**config.mk**
```make
export PLATFORM = sky130hd
export DESIGN_NAME = lpsq_top
export DESIGN_NICKNAME = d
export VERILOG_FILES = /design/src/logic/lpsq_pkg.sv /design/src/logic/lpsq_sync.sv /design/src/logic/lpsq_top.sv
export SDC_FILE = /design/constraint.sdc
export NUM_CORES = 1
export LEC_CHECK = 0
export BUFFER_PORTS_ARGS = -buffer_cell sky130_fd_sc_hd__buf_4
export CORE_MARGIN = 2
export CORE_UTILIZATION = 55
export CTS_CLUSTER_DIAMETER = 100
export DETAILED_ROUTE_END_ITERATION = 12
export GPL_TIMING_DRIVEN = 0
export HOLD_SLACK_MARGIN = 0.02
export PLACE_DENSITY = 0.71
export SLEW_MARGIN = 20
export SYNTH_ARGS = -nofsm -noshare
export SYNTH_HDL_FRONTEND = slang
export SYNTH_HIERARCHICAL = 1
export SYNTH_SLANG_ARGS = --single-unit
```
**constraint.sdc**
```tcl
create_clock -name core_clk_i -period 3.3 [get_ports core_clk_i]
set_input_delay 0.66 -clock core_clk_i [delete_from_list [all_inputs] [get_ports core_clk_i]]
set_output_delay 0.66 -clock core_clk_i [all_outputs]
set_load 0.02 [all_outputs]
```
**src/logic/lpsq_pkg.sv**
```systemverilog
// Package for the low-power mode and restore sequencer: states, straps, timing.
// Assumes a single 25 MHz core clock.
package lpsq_pkg;

    localparam int unsigned CLK_HZ = 25_000_000;

    // Wake and restore times in their own units, cycle counts derived from them.
    localparam int unsigned RET_WAKE_US = 3_000;
    localparam int unsigned HIB_WAKE_US = 50_000;
    localparam int unsigned SHD_WAKE_US = 1_100_000;
    localparam int unsigned RESTORE_US = 8_000_000;
    localparam longint unsigned RET_WAKE_CYC = longint'(RET_WAKE_US) * CLK_HZ / 1_000_000;
    localparam longint unsigned HIB_WAKE_CYC = longint'(HIB_WAKE_US) * CLK_HZ / 1_000_000;
    localparam longint unsigned SHD_WAKE_CYC = longint'(SHD_WAKE_US) * CLK_HZ / 1_000_000;
    localparam longint unsigned RESTORE_CYC = longint'(RESTORE_US) * CLK_HZ / 1_000_000;

    // Boot-option strap code that requests a factory restore.
    localparam logic [2:0] STRAP_RESTORE = 3'h3;

    // Width of the shared sequencing counter.
    localparam int unsigned CNT_W = 28;
    localparam logic [CNT_W-1:0] CNT_ZERO = 28'h000_0000;
    localparam logic [CNT_W-1:0] CNT_ONE = 28'h000_0001;

    typedef enum logic [2:0] {
        LPSQ_ACTIVE  = 3'b000,
        LPSQ_RETAIN  = 3'b001,
        LPSQ_HIBER   = 3'b011,
        LPSQ_SHUTDN  = 3'b010,
        LPSQ_BOOT    = 3'b110,
        LPSQ_RESTORE = 3'b111
    } lpsq_state_t;

    typedef enum logic [1:0] {
        LPSQ_RST_NONE   = 2'h0,
        LPSQ_RST_PARAMS = 2'h1,
        LPSQ_RST_FULL   = 2'h2
    } lpsq_restore_t;

    // Power and status outputs that travel together.
    typedef struct packed {
        logic core_pwr_on;
        logic rtc_on;
        logic retain_en;
        logic ready;
        logic restoring;
    } lpsq_pwr_t;

endpackage

```
**src/logic/lpsq_sync.sv**
```systemverilog
// Two-flop synchroniser for asynchronous pin inputs.
// Assumes the destination clock is core_clk_i.
`timescale 1ns/1ps
module lpsq_sync #(
    parameter int unsigned WIDTH = 1,
    parameter logic [WIDTH-1:0] RST_VAL = '0
) (
    // Clock and reset
    input wire logic core_clk_i,
    input wire logic rst_i,
    input wire logic clk_en_i,
    // Data
    input wire logic [WIDTH-1:0] async_i,
    output logic [WIDTH-1:0] sync_o
);
    logic [WIDTH-1:0] meta_q;

    always_ff @(posedge core_clk_i or posedge rst_i) begin
        if (rst_i) begin
            meta_q <= RST_VAL;
            sync_o <= RST_VAL;
        end else if (clk_en_i) begin
            meta_q <= async_i;
            sync_o <= meta_q;
        end
    end
endmodule // lpsq_sync

```
**src/logic/lpsq_top.sv**
```systemverilog
// Low-power mode and factory-restore sequencer of the device.
// Assumes host pins are asynchronous and the persistent restore flag is held in
// always-on storage outside this block and fed back through restore_pending_i.
//
// Overview of operation
// RULE_01 - Retention sleep is entered and left autonomously, no host handshake.
// RULE_02 - Leaving retention sleep on timer or host command completes within 3 ms.
// RULE_03 - Retention sleep keeps software state and selected configuration intact.
// RULE_04 - Hibernate gates core logic, keeps always-on section and RTC running.
// RULE_05 - Host asserts hibernate wake request; device starts waking at assertion.
// RULE_06 - Hibernate wake takes about 50 ms; counter covers that span.
// RULE_07 - Shutdown turns everything off, RTC too; waking takes about 1.1 s.
// RULE_08 - Three restore choices: none, defaults only, image plus defaults.
// RULE_09 - Straps at 011 sampled on external reset rising edge start restore.
// RULE_10 - Restore is fail-safe; interrupted restore resumes at next power-up.
// RULE_11 - Factory restore takes about 8 s; no normal operation meanwhile.
// RULE_12 - Host access to the protected factory-image sector is always denied.
// RULE_13 - Exit from hibernate or shutdown runs full boot before host commands.
`timescale 1ns/1ps
module lpsq_top
    import lpsq_pkg::*;
#(
    parameter longint unsigned RET_WAKE_CYCLES = lpsq_pkg::RET_WAKE_CYC,
    parameter longint unsigned HIB_WAKE_CYCLES = lpsq_pkg::HIB_WAKE_CYC,
    parameter longint unsigned SHD_WAKE_CYCLES = lpsq_pkg::SHD_WAKE_CYC,
    parameter longint unsigned RESTORE_CYCLES = lpsq_pkg::RESTORE_CYC,
    parameter int unsigned IDLE_CYCLES = 1_000
) (
    // Clock, reset and enable
    input wire logic core_clk_i,
    input wire logic rst_i,
    input wire logic clk_en_i,
    // Host pins, asynchronous
    input wire logic hibernate_wake_request_n_i,
    input wire logic external_reset_low_i,
    input wire logic [2:0] boot_option_straps_i,
    // Internal activity and requests, same clock
    input wire logic activity_i,
    input wire logic host_cmd_i,
    input wire logic wake_timer_i,
    input wire logic hib_req_i,
    input wire logic shd_req_i,
    input wire lpsq_pkg::lpsq_restore_t restore_sel_i,
    input wire logic restore_pending_i,
    input wire logic flash_prot_access_i,
    // Status and power control
    output lpsq_pkg::lpsq_state_t state_o,
    output lpsq_pkg::lpsq_pwr_t pwr_o,
    output lpsq_pkg::lpsq_restore_t restore_mode_o,
    output logic restore_pending_o,
    output logic flash_prot_deny_o
);
    import lpsq_pkg::*;

    if (SHD_WAKE_CYCLES >= (64'h1 << CNT_W) || RESTORE_CYCLES >= (64'h1 << CNT_W) ||
        HIB_WAKE_CYCLES >= (64'h1 << CNT_W) || RET_WAKE_CYCLES == 0 ||
        IDLE_CYCLES == 0 || IDLE_CYCLES >= (1 << CNT_W)) begin : g_bad_counts
        $error("lpsq_top: cycle counts out of counter range");
    end

    localparam logic [CNT_W-1:0] RET_N = CNT_W'(RET_WAKE_CYCLES - 1);
    localparam logic [CNT_W-1:0] HIB_N = CNT_W'(HIB_WAKE_CYCLES);
    localparam logic [CNT_W-1:0] SHD_N = CNT_W'(SHD_WAKE_CYCLES);
    localparam logic [CNT_W-1:0] RES_N = CNT_W'(RESTORE_CYCLES);
    localparam logic [CNT_W-1:0] IDLE_N = CNT_W'(IDLE_CYCLES);

    logic hib_wake_n_s;
    logic ext_rst_n_s;
    logic [2:0] straps_s;
    logic ext_rst_n_q;
    logic ext_rst_rise;
    logic [CNT_W-1:0] cnt_q;
    logic [CNT_W-1:0] idle_q;
    logic waking_q;
    lpsq_state_t state_q;
    lpsq_state_t state_d;
    logic [CNT_W-1:0] cnt_d;
    lpsq_restore_t mode_q;

    lpsq_sync #(
        .WIDTH(5),
        .RST_VAL(5'h1f)
    ) u_pin_sync (
        .core_clk_i(core_clk_i),
        .rst_i(rst_i),
        .clk_en_i(clk_en_i),
        .async_i({hibernate_wake_request_n_i, external_reset_low_i, boot_option_straps_i}),
        .sync_o({hib_wake_n_s, ext_rst_n_s, straps_s})
    );

    // Edge detection reads only the synchronised copy.
    always_ff @(posedge core_clk_i or posedge rst_i) begin
        if (rst_i) begin
            ext_rst_n_q <= 1'b1;
        end else if (clk_en_i) begin
            ext_rst_n_q <= ext_rst_n_s;
        end
    end
    assign ext_rst_rise = ext_rst_n_s & ~ext_rst_n_q;

    // Inactivity timer; any activity or command keeps the device out of sleep.
    always_ff @(posedge core_clk_i or posedge rst_i) begin
        if (rst_i) begin
            idle_q <= CNT_ZERO;
        end else if (clk_en_i) begin
            if (state_q != LPSQ_ACTIVE || activity_i || host_cmd_i) begin
                idle_q <= CNT_ZERO;
            end else if (idle_q != IDLE_N) begin
                idle_q <= idle_q + CNT_ONE;
            end
        end
    end

    always_comb begin
        state_d = state_q;
        cnt_d = (cnt_q != CNT_ZERO) ? cnt_q - CNT_ONE : CNT_ZERO;
        unique case (state_q)
            LPSQ_ACTIVE: begin
                if (shd_req_i) begin
                    state_d = LPSQ_SHUTDN;
                end else if (hib_req_i) begin
                    state_d = LPSQ_HIBER;
                end else if (idle_q == IDLE_N) begin
                    state_d = LPSQ_RETAIN; // RULE_01
                end
            end
            LPSQ_RETAIN: begin
                // Wake is fast since state was kept; count stays inside the bound.
                if (waking_q) begin
                    if (cnt_q == CNT_ZERO) begin
                        state_d = LPSQ_ACTIVE; // RULE_02 RULE_03
                    end
                end else if (host_cmd_i || wake_timer_i) begin
                    cnt_d = RET_N; // RULE_01 RULE_02
                end
            end
            LPSQ_HIBER: begin
                if (!hib_wake_n_s) begin
                    state_d = LPSQ_BOOT; // RULE_05
                    cnt_d = HIB_N; // RULE_06
                end
            end
            LPSQ_SHUTDN: begin
                // Only a fresh external reset release brings the device back.
                if (ext_rst_rise) begin
                    state_d = LPSQ_BOOT;
                    cnt_d = SHD_N; // RULE_07
                end
            end
            LPSQ_BOOT: begin
                // A restore cut short by power loss is taken up again before normal boot.
                if (restore_pending_o || restore_pending_i) begin
                    state_d = LPSQ_RESTORE; // RULE_10
                    cnt_d = RES_N;
                end else if (cnt_q == CNT_ZERO) begin
                    state_d = LPSQ_ACTIVE; // RULE_13
                end
            end
            LPSQ_RESTORE: begin
                if (cnt_q == CNT_ZERO) begin
                    state_d = LPSQ_ACTIVE; // RULE_11
                end
            end
            default: begin
                state_d = LPSQ_BOOT;
                cnt_d = SHD_N;
            end
        endcase
        // External reset release overrides everything; straps pick restore or boot.
        if (ext_rst_rise) begin
            if (straps_s == STRAP_RESTORE) begin // RULE_09
                state_d = LPSQ_RESTORE;
                cnt_d = RES_N; // RULE_11
            end else if (state_q != LPSQ_SHUTDN) begin
                state_d = LPSQ_BOOT;
                cnt_d = SHD_N;
            end
        end
    end

    // The resume decision lives in state_d so state_o and pwr_o never disagree with it; restore_mode_o follows mode_q one cycle later.
    always_ff @(posedge core_clk_i or posedge rst_i) begin
        if (rst_i) begin
            state_q <= LPSQ_BOOT;
            cnt_q <= CNT_ZERO;
            waking_q <= 1'b0;
        end else if (clk_en_i) begin
            state_q <= state_d;
            cnt_q <= cnt_d;
            waking_q <= (state_q == LPSQ_RETAIN) && state_d == LPSQ_RETAIN &&
                        (waking_q || host_cmd_i || wake_timer_i);
        end
    end

    // The pending flag is mirrored out so always-on storage can keep it across power loss.
    always_ff @(posedge core_clk_i or posedge rst_i) begin
        if (rst_i) begin
            mode_q <= LPSQ_RST_NONE;
            restore_pending_o <= 1'b0;
        end else if (clk_en_i) begin
            if (ext_rst_rise && straps_s == STRAP_RESTORE) begin
                mode_q <= (restore_sel_i == LPSQ_RST_FULL) ? LPSQ_RST_FULL :
                          (restore_sel_i == LPSQ_RST_PARAMS) ? LPSQ_RST_PARAMS :
                          LPSQ_RST_NONE; // RULE_08
                restore_pending_o <= 1'b1; // RULE_10
            end else if (state_q == LPSQ_RESTORE && cnt_q == CNT_ZERO) begin
                restore_pending_o <= 1'b0;
            end else if (restore_pending_i && state_q == LPSQ_BOOT) begin
                // Only boot listens, so the store's lagging copy cannot re-arm a finished restore.
                restore_pending_o <= 1'b1; // RULE_10
                if (mode_q == LPSQ_RST_NONE) begin
                    mode_q <= (restore_sel_i == LPSQ_RST_FULL ||
                               restore_sel_i == LPSQ_RST_PARAMS) ? restore_sel_i :
                              LPSQ_RST_NONE; // RULE_08
                end
            end
        end
    end

    always_ff @(posedge core_clk_i or posedge rst_i) begin
        if (rst_i) begin
            state_o <= LPSQ_BOOT;
            pwr_o <= '0;
            restore_mode_o <= LPSQ_RST_NONE;
            flash_prot_deny_o <= 1'b0;
        end else if (clk_en_i) begin
            state_o <= state_d;
            pwr_o.core_pwr_on <= state_d != LPSQ_HIBER && state_d != LPSQ_SHUTDN; // RULE_04
            pwr_o.rtc_on <= state_d != LPSQ_SHUTDN; // RULE_04 RULE_07
            pwr_o.retain_en <= state_d == LPSQ_RETAIN; // RULE_03
            pwr_o.ready <= state_d == LPSQ_ACTIVE; // RULE_13 RULE_11
            pwr_o.restoring <= state_d == LPSQ_RESTORE;
            restore_mode_o <= mode_q;
            flash_prot_deny_o <= flash_prot_access_i; // RULE_12
        end
    end
endmodule // lpsq_top

```
==> out/qor.csv, run 1 <==
stage,metric,value,unit
routing,drt first-iter violations,322,
routing,total wire length,11700,um
timing,final setup violating endpoints,0,
timing,Slew Limit Fails,0,
worst_hold_path,Hold Crit Class,in -> async,
placed_design,GPL Wtd Cong,0.960,
yosys,cells after synthesis,505,
clock_tree,clock-pin slew on the worst setup and hold paths,80,ps
setup_path,CP Class,reg -> reg,
cells_and_area,layout cells sized above 1,18.5,%
floorplan,I/O Pins,29,
cells_and_area,Antenna diodes,0,
clock_tree,Clock Tree Buf Depth,2,
floorplan,Die Span Y,97.0,um
power,sw frac,35.3,%
setup_path,CP required,3520,ps
setup_path,critical path cell sequence,inv_1 > ha_1 > or4b_1 > buf_2 > nor4_4 > and2_1 > buf_6 > o21ai_0 > a21oi_2 > a311oi_1,
yosys,average instance area after synthesis,9.42,um^2
yosys,Async SR Flop Fraction,100,%
routing,Vias,4083,
setup_path,CP max stage delay,430,ps
setup_path,worst path bufs/invs,3,
floorplan,Core Area,8300,um^2
clock_tree,Setup Buffers After CTS,0,
run_status,outcome,completed,
yosys,number of synthesized flops with an enable pin,0,
global_route,grt ovf,0,
cells_and_area,Area Overhead vs Synth,12.3,%
floorplan,initial core utilization,57.3,%
yosys,syn_nets,525,
placed_design,post-DP HPWL,8420,um
setup_path,Worst Path Arrival,2940,ps
timing,TNS Setup,0,ps
power,leakage power,2.11,nW
power,P per Cell Area,593,nW/um^2
global_route,first-pass GRT wire length,19900,um
global_route,antenna violations before repair,0,
cells_and_area,fin util,64.4,%
setup_path,"Max FO, Critical Path",8,
setup_path,critical path's top delay family,simple AND/OR/NAND/NOR gates,
timing,Final period util,82.3,%
power,sequential power share,41.9,%
setup_path,Worst Setup Start Kind,flop,
clock_tree,CTS buffer count,9,
yosys,"Distinct cells, synth",73,
timing,Max transition margin,48.2,%
run,Max Cap Viol,0,
routing,Final ANT Viol Nets,0,
yosys,synthesized area,4760,um^2
power,clock share of power,25.5,%
timing,RSZ-0062 raised after global routing,no,
power,Cell Int Power,2.05,mW
power,Peak VDD IR,0.329,mV
yosys,sequential area share after synthesis,43.5,%
floorplan,row cnt,33,
floorplan,Die ar.,9410,um^2
clock_tree,CTS tree,done,
clock_tree,Num Clock Sinks,82,
timing,Tmin final,2710,ps
power,net switching power,1.12,mW
global_route,gr usage total,26.2,%
timing,Worst Tran Pin Value,777,ps
clock_tree,insertion delay to the later sink of the worst-skew pair,360,ps
timing,fmax,0.368,GHz
clock_tree,hold-fix buffers at CTS,0,
global_route,largest net degree at the start of global routing,39,
routing,Vias/cell,6.23,
placed_design,Port-buffer cells,28,
power,combinational share of power,32.5,%
routing,Pre-antenna DRT Iters,5,
yosys,#FFs+latches synth,82,
setup_path,slowest CP cell,or4b_1,
timing,Post-Route Skew,9.73,ps
global_route,vias in the first global route,3991,
yosys,synth warn,6,
timing,"Hold Vio Cnt, Final",0,
cells_and_area,nets@finish,565,
clock_tree,Clock H-tree levels,3,
routing,wire per inst,17.8,um
clock_tree,Root Buffer,clkbuf_8,
setup_path,Setup crit end kind,flop,
floorplan,Die W,97.0,um
yosys,main flop type after synthesis,dfrtp_1,
clock_tree,CTS resizes,0,
routing,DRC Markers,0,
-- registers in the layout (all words and copies together), names as in the netlist, 2 cells and up --
name               cells
pwr_o                  5
u_pin_sync/meta_q      5
u_pin_sync/sync_o      5
state_o                3
idle_q                28
restore_mode_o         2
cnt_q                 28
mode_q                 2
-- path summary, 6_finish.rpt --
path | startpoint | end | slack [ps] | cells after the start
max | cnt_q[0] | cnt_q[25] | 590 | 10
min | rst_i | mode_q[0] | 330 | 2
max reg2reg | cnt_q[0] | cnt_q[25] | 590 | 10
min reg2reg | cnt_q[27] | cnt_q[27] | 490 | 1
max in group asynchronous | rst_i | cnt_q[14] | 2400 | 3
min in group core_clk_i | cnt_q[27] | cnt_q[27] | 490 | 1
-- kinds of logic after synthesis --
kind of cell	count (synthesis)	synth area share [%]
adders and majority gates	3	0.789
AOI/OAI and AO/OA	137	19.3
muxes	17	4.86
buffers and inverters	38	3.34
DFF	82	43.5
xor gates and xnor gates	25	4.60
and+or+nand+nor	203	23.7
-- through the flow --
step                      instances  hold slack [ps]  area, um^2  setup slack [ps]  total power [mW]
after global placement          638              471        5100              -167              2.32
final                           655              332        5340               585              3.17
after CTS                       655              352        5340               593              3.17
after floorplan                 505              452        4760               820              2.06
after global routing            655              379        5340               386              3.35
after detailed placement        639              474        5120               623              2.35
-- area by class of cell --
cell class              instances  area (um^2)
clock buffers                  11          141
flip-flops and latches         82         2070
repair buffers                 29          230
multi-input cells             385         2530
inverters                      15         58.8
clock inverters                 5         77.6
plain buffers                  23          103
well taps                     105          131
fillers                       691         2960
-- cells in the mapped netlist (7+ instances only) --
library cell | n | area (um^2)
o21ai_0 | 30 | 150
inv_1 | 15 | 56.3
clkbuf_1 | 19 | 71.3
o21a_1 | 11 | 82.6
nand3_1 | 12 | 60.1
nand2b_1 | 7 | 43.8
mux2_4 | 11 | 165
nor2_1 | 46 | 173
nand4_1 | 11 | 68.8
a31oi_1 | 8 | 50.1
a22o_1 | 7 | 61.3
a21oi_1 | 31 | 155
or3_1 | 9 | 56.3
nor4_1 | 10 | 62.6
xor2_1 | 7 | 61.3
nor3_1 | 29 | 145
nand2_1 | 33 | 124
dfstp_2 | 13 | 342
dfrtp_1 | 69 | 1730
xnor2_1 | 18 | 158
-- placed cells by master, fill, tap and decap left out, types with 3 or more instances in the layout --
cell       count
o2bb2ai_1      6
or4_1          5
xnor2_1       18
dfstp_2       13
or4_4          3
or2_2          5
clkbuf_8      10
nor4_1        10
nand3_1       12
nand4_1       11
nor2_1        46
o22ai_1        3
nand3b_1       4
a21o_1         3
buf_4         28
a21oi_1       31
nand2b_1       7
a22o_1         7
and3_1         3
mux2_2         5
clkbuf_1      20
and4_1         3
and2_1         4
nor2b_1        4
o21a_1        11
nor3_1        29
ha_1           3
o22a_1         5
or3_1          9
o21ai_0       30
dfrtp_1       69
a311oi_1       4
inv_1         14
a31oi_1        8
mux2_4        11
o31ai_1        5
nand2_1       33
xor2_1         7
-- power groups by stage --
stage	clock network, mW	registers, mW	logic, mW
floorplan	0	1.33	0.726
global placement	0	1.34	0.983
detailed placement	0	1.34	1.01
CTS	0.826	1.32	1.02
global route	0.863	1.36	1.13
finish	0.809	1.33	1.03
-- layer usage --
layer	up-vias	GRT usage, %	wire, um
li1	1957	-	-
met1	1998	38.7	5750
met2	111	38.6	5160
met3	17	4.77	529
met4	0	9.75	218
met5	-	0	0
No activity file was read; power rests on OpenSTA's default activity.
==> run 2: changes to the inputs <==
--- a/config.mk
+++ b/config.mk
@@ -5,6 +5,7 @@
 export SDC_FILE = /design/constraint.sdc
 export NUM_CORES = 1
 export LEC_CHECK = 0
+export ABC_AREA = 1
 export BUFFER_PORTS_ARGS = -buffer_cell sky130_fd_sc_hd__buf_4
 export CORE_MARGIN = 2
 export CORE_UTILIZATION = 55
==> constraint.sdc (replaced) <==
create_clock -name core_clk_i -period 2.7 [get_ports core_clk_i]
set_input_delay 0.54 -clock core_clk_i [delete_from_list [all_inputs] [get_ports core_clk_i]]
set_output_delay 0.54 -clock core_clk_i [all_outputs]
set_load 0.02 [all_outputs]
==> run 2 against run 1 <==
Effect of this change: maximum frequency is 9.4% higher; utilization is 1.9 points lower; synthesized area is 7.5% higher; count of clock-buffer cells in the layout is 1 higher; cell count is 37% higher; non-clock buffer count is 10 lower; global-route usage is 3.0 points higher; highest routed layer unchanged; clock power is 22% higher; cell area is 7.1% higher; via count is 23% higher.
==> out/qor.csv, run 2 <==
stage,metric,value,unit
run_status,outcome,completed,
routing,wire per inst,15.8,um
power,P per Cell Area,715,nW/um^2
setup_path,"Max FO, Critical Path",4,
timing,TNS Setup,0,ps
cells_and_area,"commonest non-fill, non-tap cell in the layout",nand2_1,
timing,Final period util,91.9,%
clock_tree,Clock Tree Buf Depth,2,
placed_design,dpl cells,884,
yosys,"Distinct cells, synth",36,
yosys,Async SR Flop Fraction,100,%
clock_tree,CTS buffer count,9,
power,leakage power,2.65,nW
yosys,number of synthesized flops with an enable pin,0,
clock_tree,Clock H-tree levels,3,
placed_design,setup slack at placement,282,ps
setup_path,critical path cell sequence,inv_1 > ha_1 > inv_1 > nor2_1 > nand2_1 > nor2_2 > nand2_1 > nor2_2 > nand3_1 > nand2_1 > nand3_1 > nor2_2 > nand3_1 > nand2_1,
timing,fmax,0.403,GHz
clock_tree,Num Clock Sinks,82,
cells_and_area,nets@finish,804,
clock_tree,CTS resizes,0,
timing,final setup violating endpoints,0,
timing,Max transition margin,54.0,%
setup_path,worst path bufs/invs,2,
timing,PnR worst setup slack,218,ps
yosys,synth warn,6,
yosys,#FFs+latches synth,82,
power,Power Total,4.09,mW
global_route,gr usage total,29.2,%
floorplan,Die ar.,10100,um^2
setup_path,slowest CP cell,dfrtp_1,
cells_and_area,fillcell total,862,
setup_path,CP Class,reg -> reg,
timing,Tmin final,2480,ps
routing,Pre-antenna DRT Iters,5,
yosys,syn_nets,764,
routing,drt first-iter violations,310,
clock_tree,CTS tree,done,
yosys,Yosys top cell by area,dfrtp_1,
setup_path,CP max stage delay,380,ps
yosys,"count leader, synth",nand2_1,
cells_and_area,FF/Latch Area,2070,um^2
cells_and_area,biggest regs,"cnt_q: 28 flops, idle_q: 28 flops",
yosys,main flop type after synthesis,dfrtp_1,
cells_and_area,Antenna diodes,0,
setup_path,CP dominant cell by count,nand2_1,
yosys,Yosys top cell area share,33.7,%
clock_tree,insertion delay to the later sink of the worst-skew pair,370,ps
timing,"Hold Vio Cnt, Final",0,
clock_tree,hold-fix buffers at CTS,0,
routing,Vias,5028,
timing,Slew Limit Fails,0,
global_route,antenna violations before repair,0,
clock_tree,clock-pin slew on the worst setup and hold paths,100,ps
placed_design,Port-buffer cells,28,
placed_design,GPL Wtd Cong,0.946,
floorplan,Core Area,9150,um^2
routing,total wire length,14200,um
power,Peak VDD IR,0.405,mV
global_route,grt ovf,0,
setup_path,r2r setup slk,220,ps
cells_and_area,fin util,62.5,%
setup_path,Worst R2R Start,cnt_q[1],
routing,Final ANT Viol Nets,0,
yosys,sequential area share after synthesis,40.4,%
floorplan,initial core utilization,55.9,%
cells_and_area,"commonest cells after routing, fill and taps aside","199 x nand2_1, 112 x nor2_1, 82 x inv_1, 69 x dfrtp_1, 50 x o21ai_0",
setup_path,critical path's top delay family,simple AND/OR/NAND/NOR gates,
placed_design,Area after DPL,5500,um^2
floorplan,Die Span Y,100,um
setup_path,CP required,3000,ps
global_route,vias in the first global route,4780,
yosys,cells after synthesis,744,
cells_and_area,Area Overhead vs Synth,11.8,%
floorplan,row cnt,35,
global_route,first-pass GRT wire length,23200,um
placed_design,post-DP HPWL,10900,um
clock_tree,Root Buffer,clkbuf_8,
yosys,average instance area after synthesis,6.88,um^2
timing,Post-Route Skew,20.4,ps
timing,WHS,158,ps
worst_hold_path,Hold Crit Class,in -> async,
run,Max Cap Viol,0,
timing,RSZ-0062 raised after global routing,no,
setup_path,Worst Path Arrival,2790,ps
cells_and_area,layout cells sized above 1,11.4,%
floorplan,Die W,100,um
cells_and_area,area of the multi-input gates,2630,um^2
timing,Worst Tran Pin Value,683,ps
setup_path,Worst Setup Start Kind,flop,
routing,Vias/cell,5.59,
cells_and_area,fin area,5720,um^2
setup_path,Reg2Reg Depth,14,
routing,DRC Markers,0,
clock_tree,Setup Buffers After CTS,0,
setup_path,Setup crit end kind,flop,
yosys,commonest cells in the netlist,"199 x nand2_1, 112 x nor2_1, 84 x inv_1",
cells_and_area,fin cells,900,
yosys,Area contributors post-synth,"dfrtp_1 34%, nand2_1 15%, nor2_1 8.2%, dfstp_2 6.7%, inv_1 6.2%",
global_route,largest net degree at the start of global routing,47,
floorplan,I/O Pins,29,
yosys,synthesized area,5120,um^2
setup_path,reg2reg end,pwr_o[1],
[run 2: changes by cell type in the layout (fill, tap and decap cells not counted), sizes merged, moves of 10 or more]
cell / change
a21oi: -10
clkbuf: -11
xor2: +14
nand3: +27
o21ai: +35
nor2: +75
inv: +82
xnor2: -14
mux2: -16
nand2: +166
[run 2: how the worst max path moves through the flow]
stage | from | to | slack [ps] | cells after the start
after floorplan | rst_i | cnt_q[0] | 340 | 1
after global placement | rst_i | cnt_q[19] | -610 | 2
after detailed placement | cnt_q[1] | cnt_q[12] | 280 | 11
after CTS | cnt_q[1] | cnt_q[12] | 240 | 11
after global routing | cnt_q[1] | cnt_q[24] | 30 | 10
final | cnt_q[1] | pwr_o[1] | 220 | 14
[run 2: cells by family (layout without fill, tap and decap cells)]
kind of cell | after synthesis | count (layout) | share of synthesized area, %
xor+xnor | 25 | 25 | 4.28
buf+inv | 108 | 153 | 8.21
simple gates | 410 | 410 | 33.6
flops | 82 | 82 | 40.4
compound gates | 116 | 116 | 12.8
fa+ha+maj | 3 | 3 | 0.733
[run 2: routing by layer]
metal / wire (um) / GRT usage [%] / vias to the layer above
met3: 502 / 3.61 / 37
met4: 463 / 12.3 / 0
met5: 0 / 0 / -
li1: - / - / 2485
met1: 6380 / 39.3 / 2388
met2: 6830 / 47.9 / 118
[run 2: layout make-up]
class                   count  area share [%]
multi-input cells         554            46.0
flip-flops and latches     82            36.2
inverters                  95            6.28
repair buffers             29            4.16
clock buffers              12            3.28
well taps                 111            2.43
plain buffers              13            1.12
clock inverters             4           0.612
[run 2: power by group]
part | switching [mW] | total, mW | internal, mW
Sequential | 0.216 | 1.68 | 1.47
Clock | 0.505 | 0.990 | 0.485
Combinational | 0.940 | 1.41 | 0.473
Total | 1.66 | 4.09 | 2.43
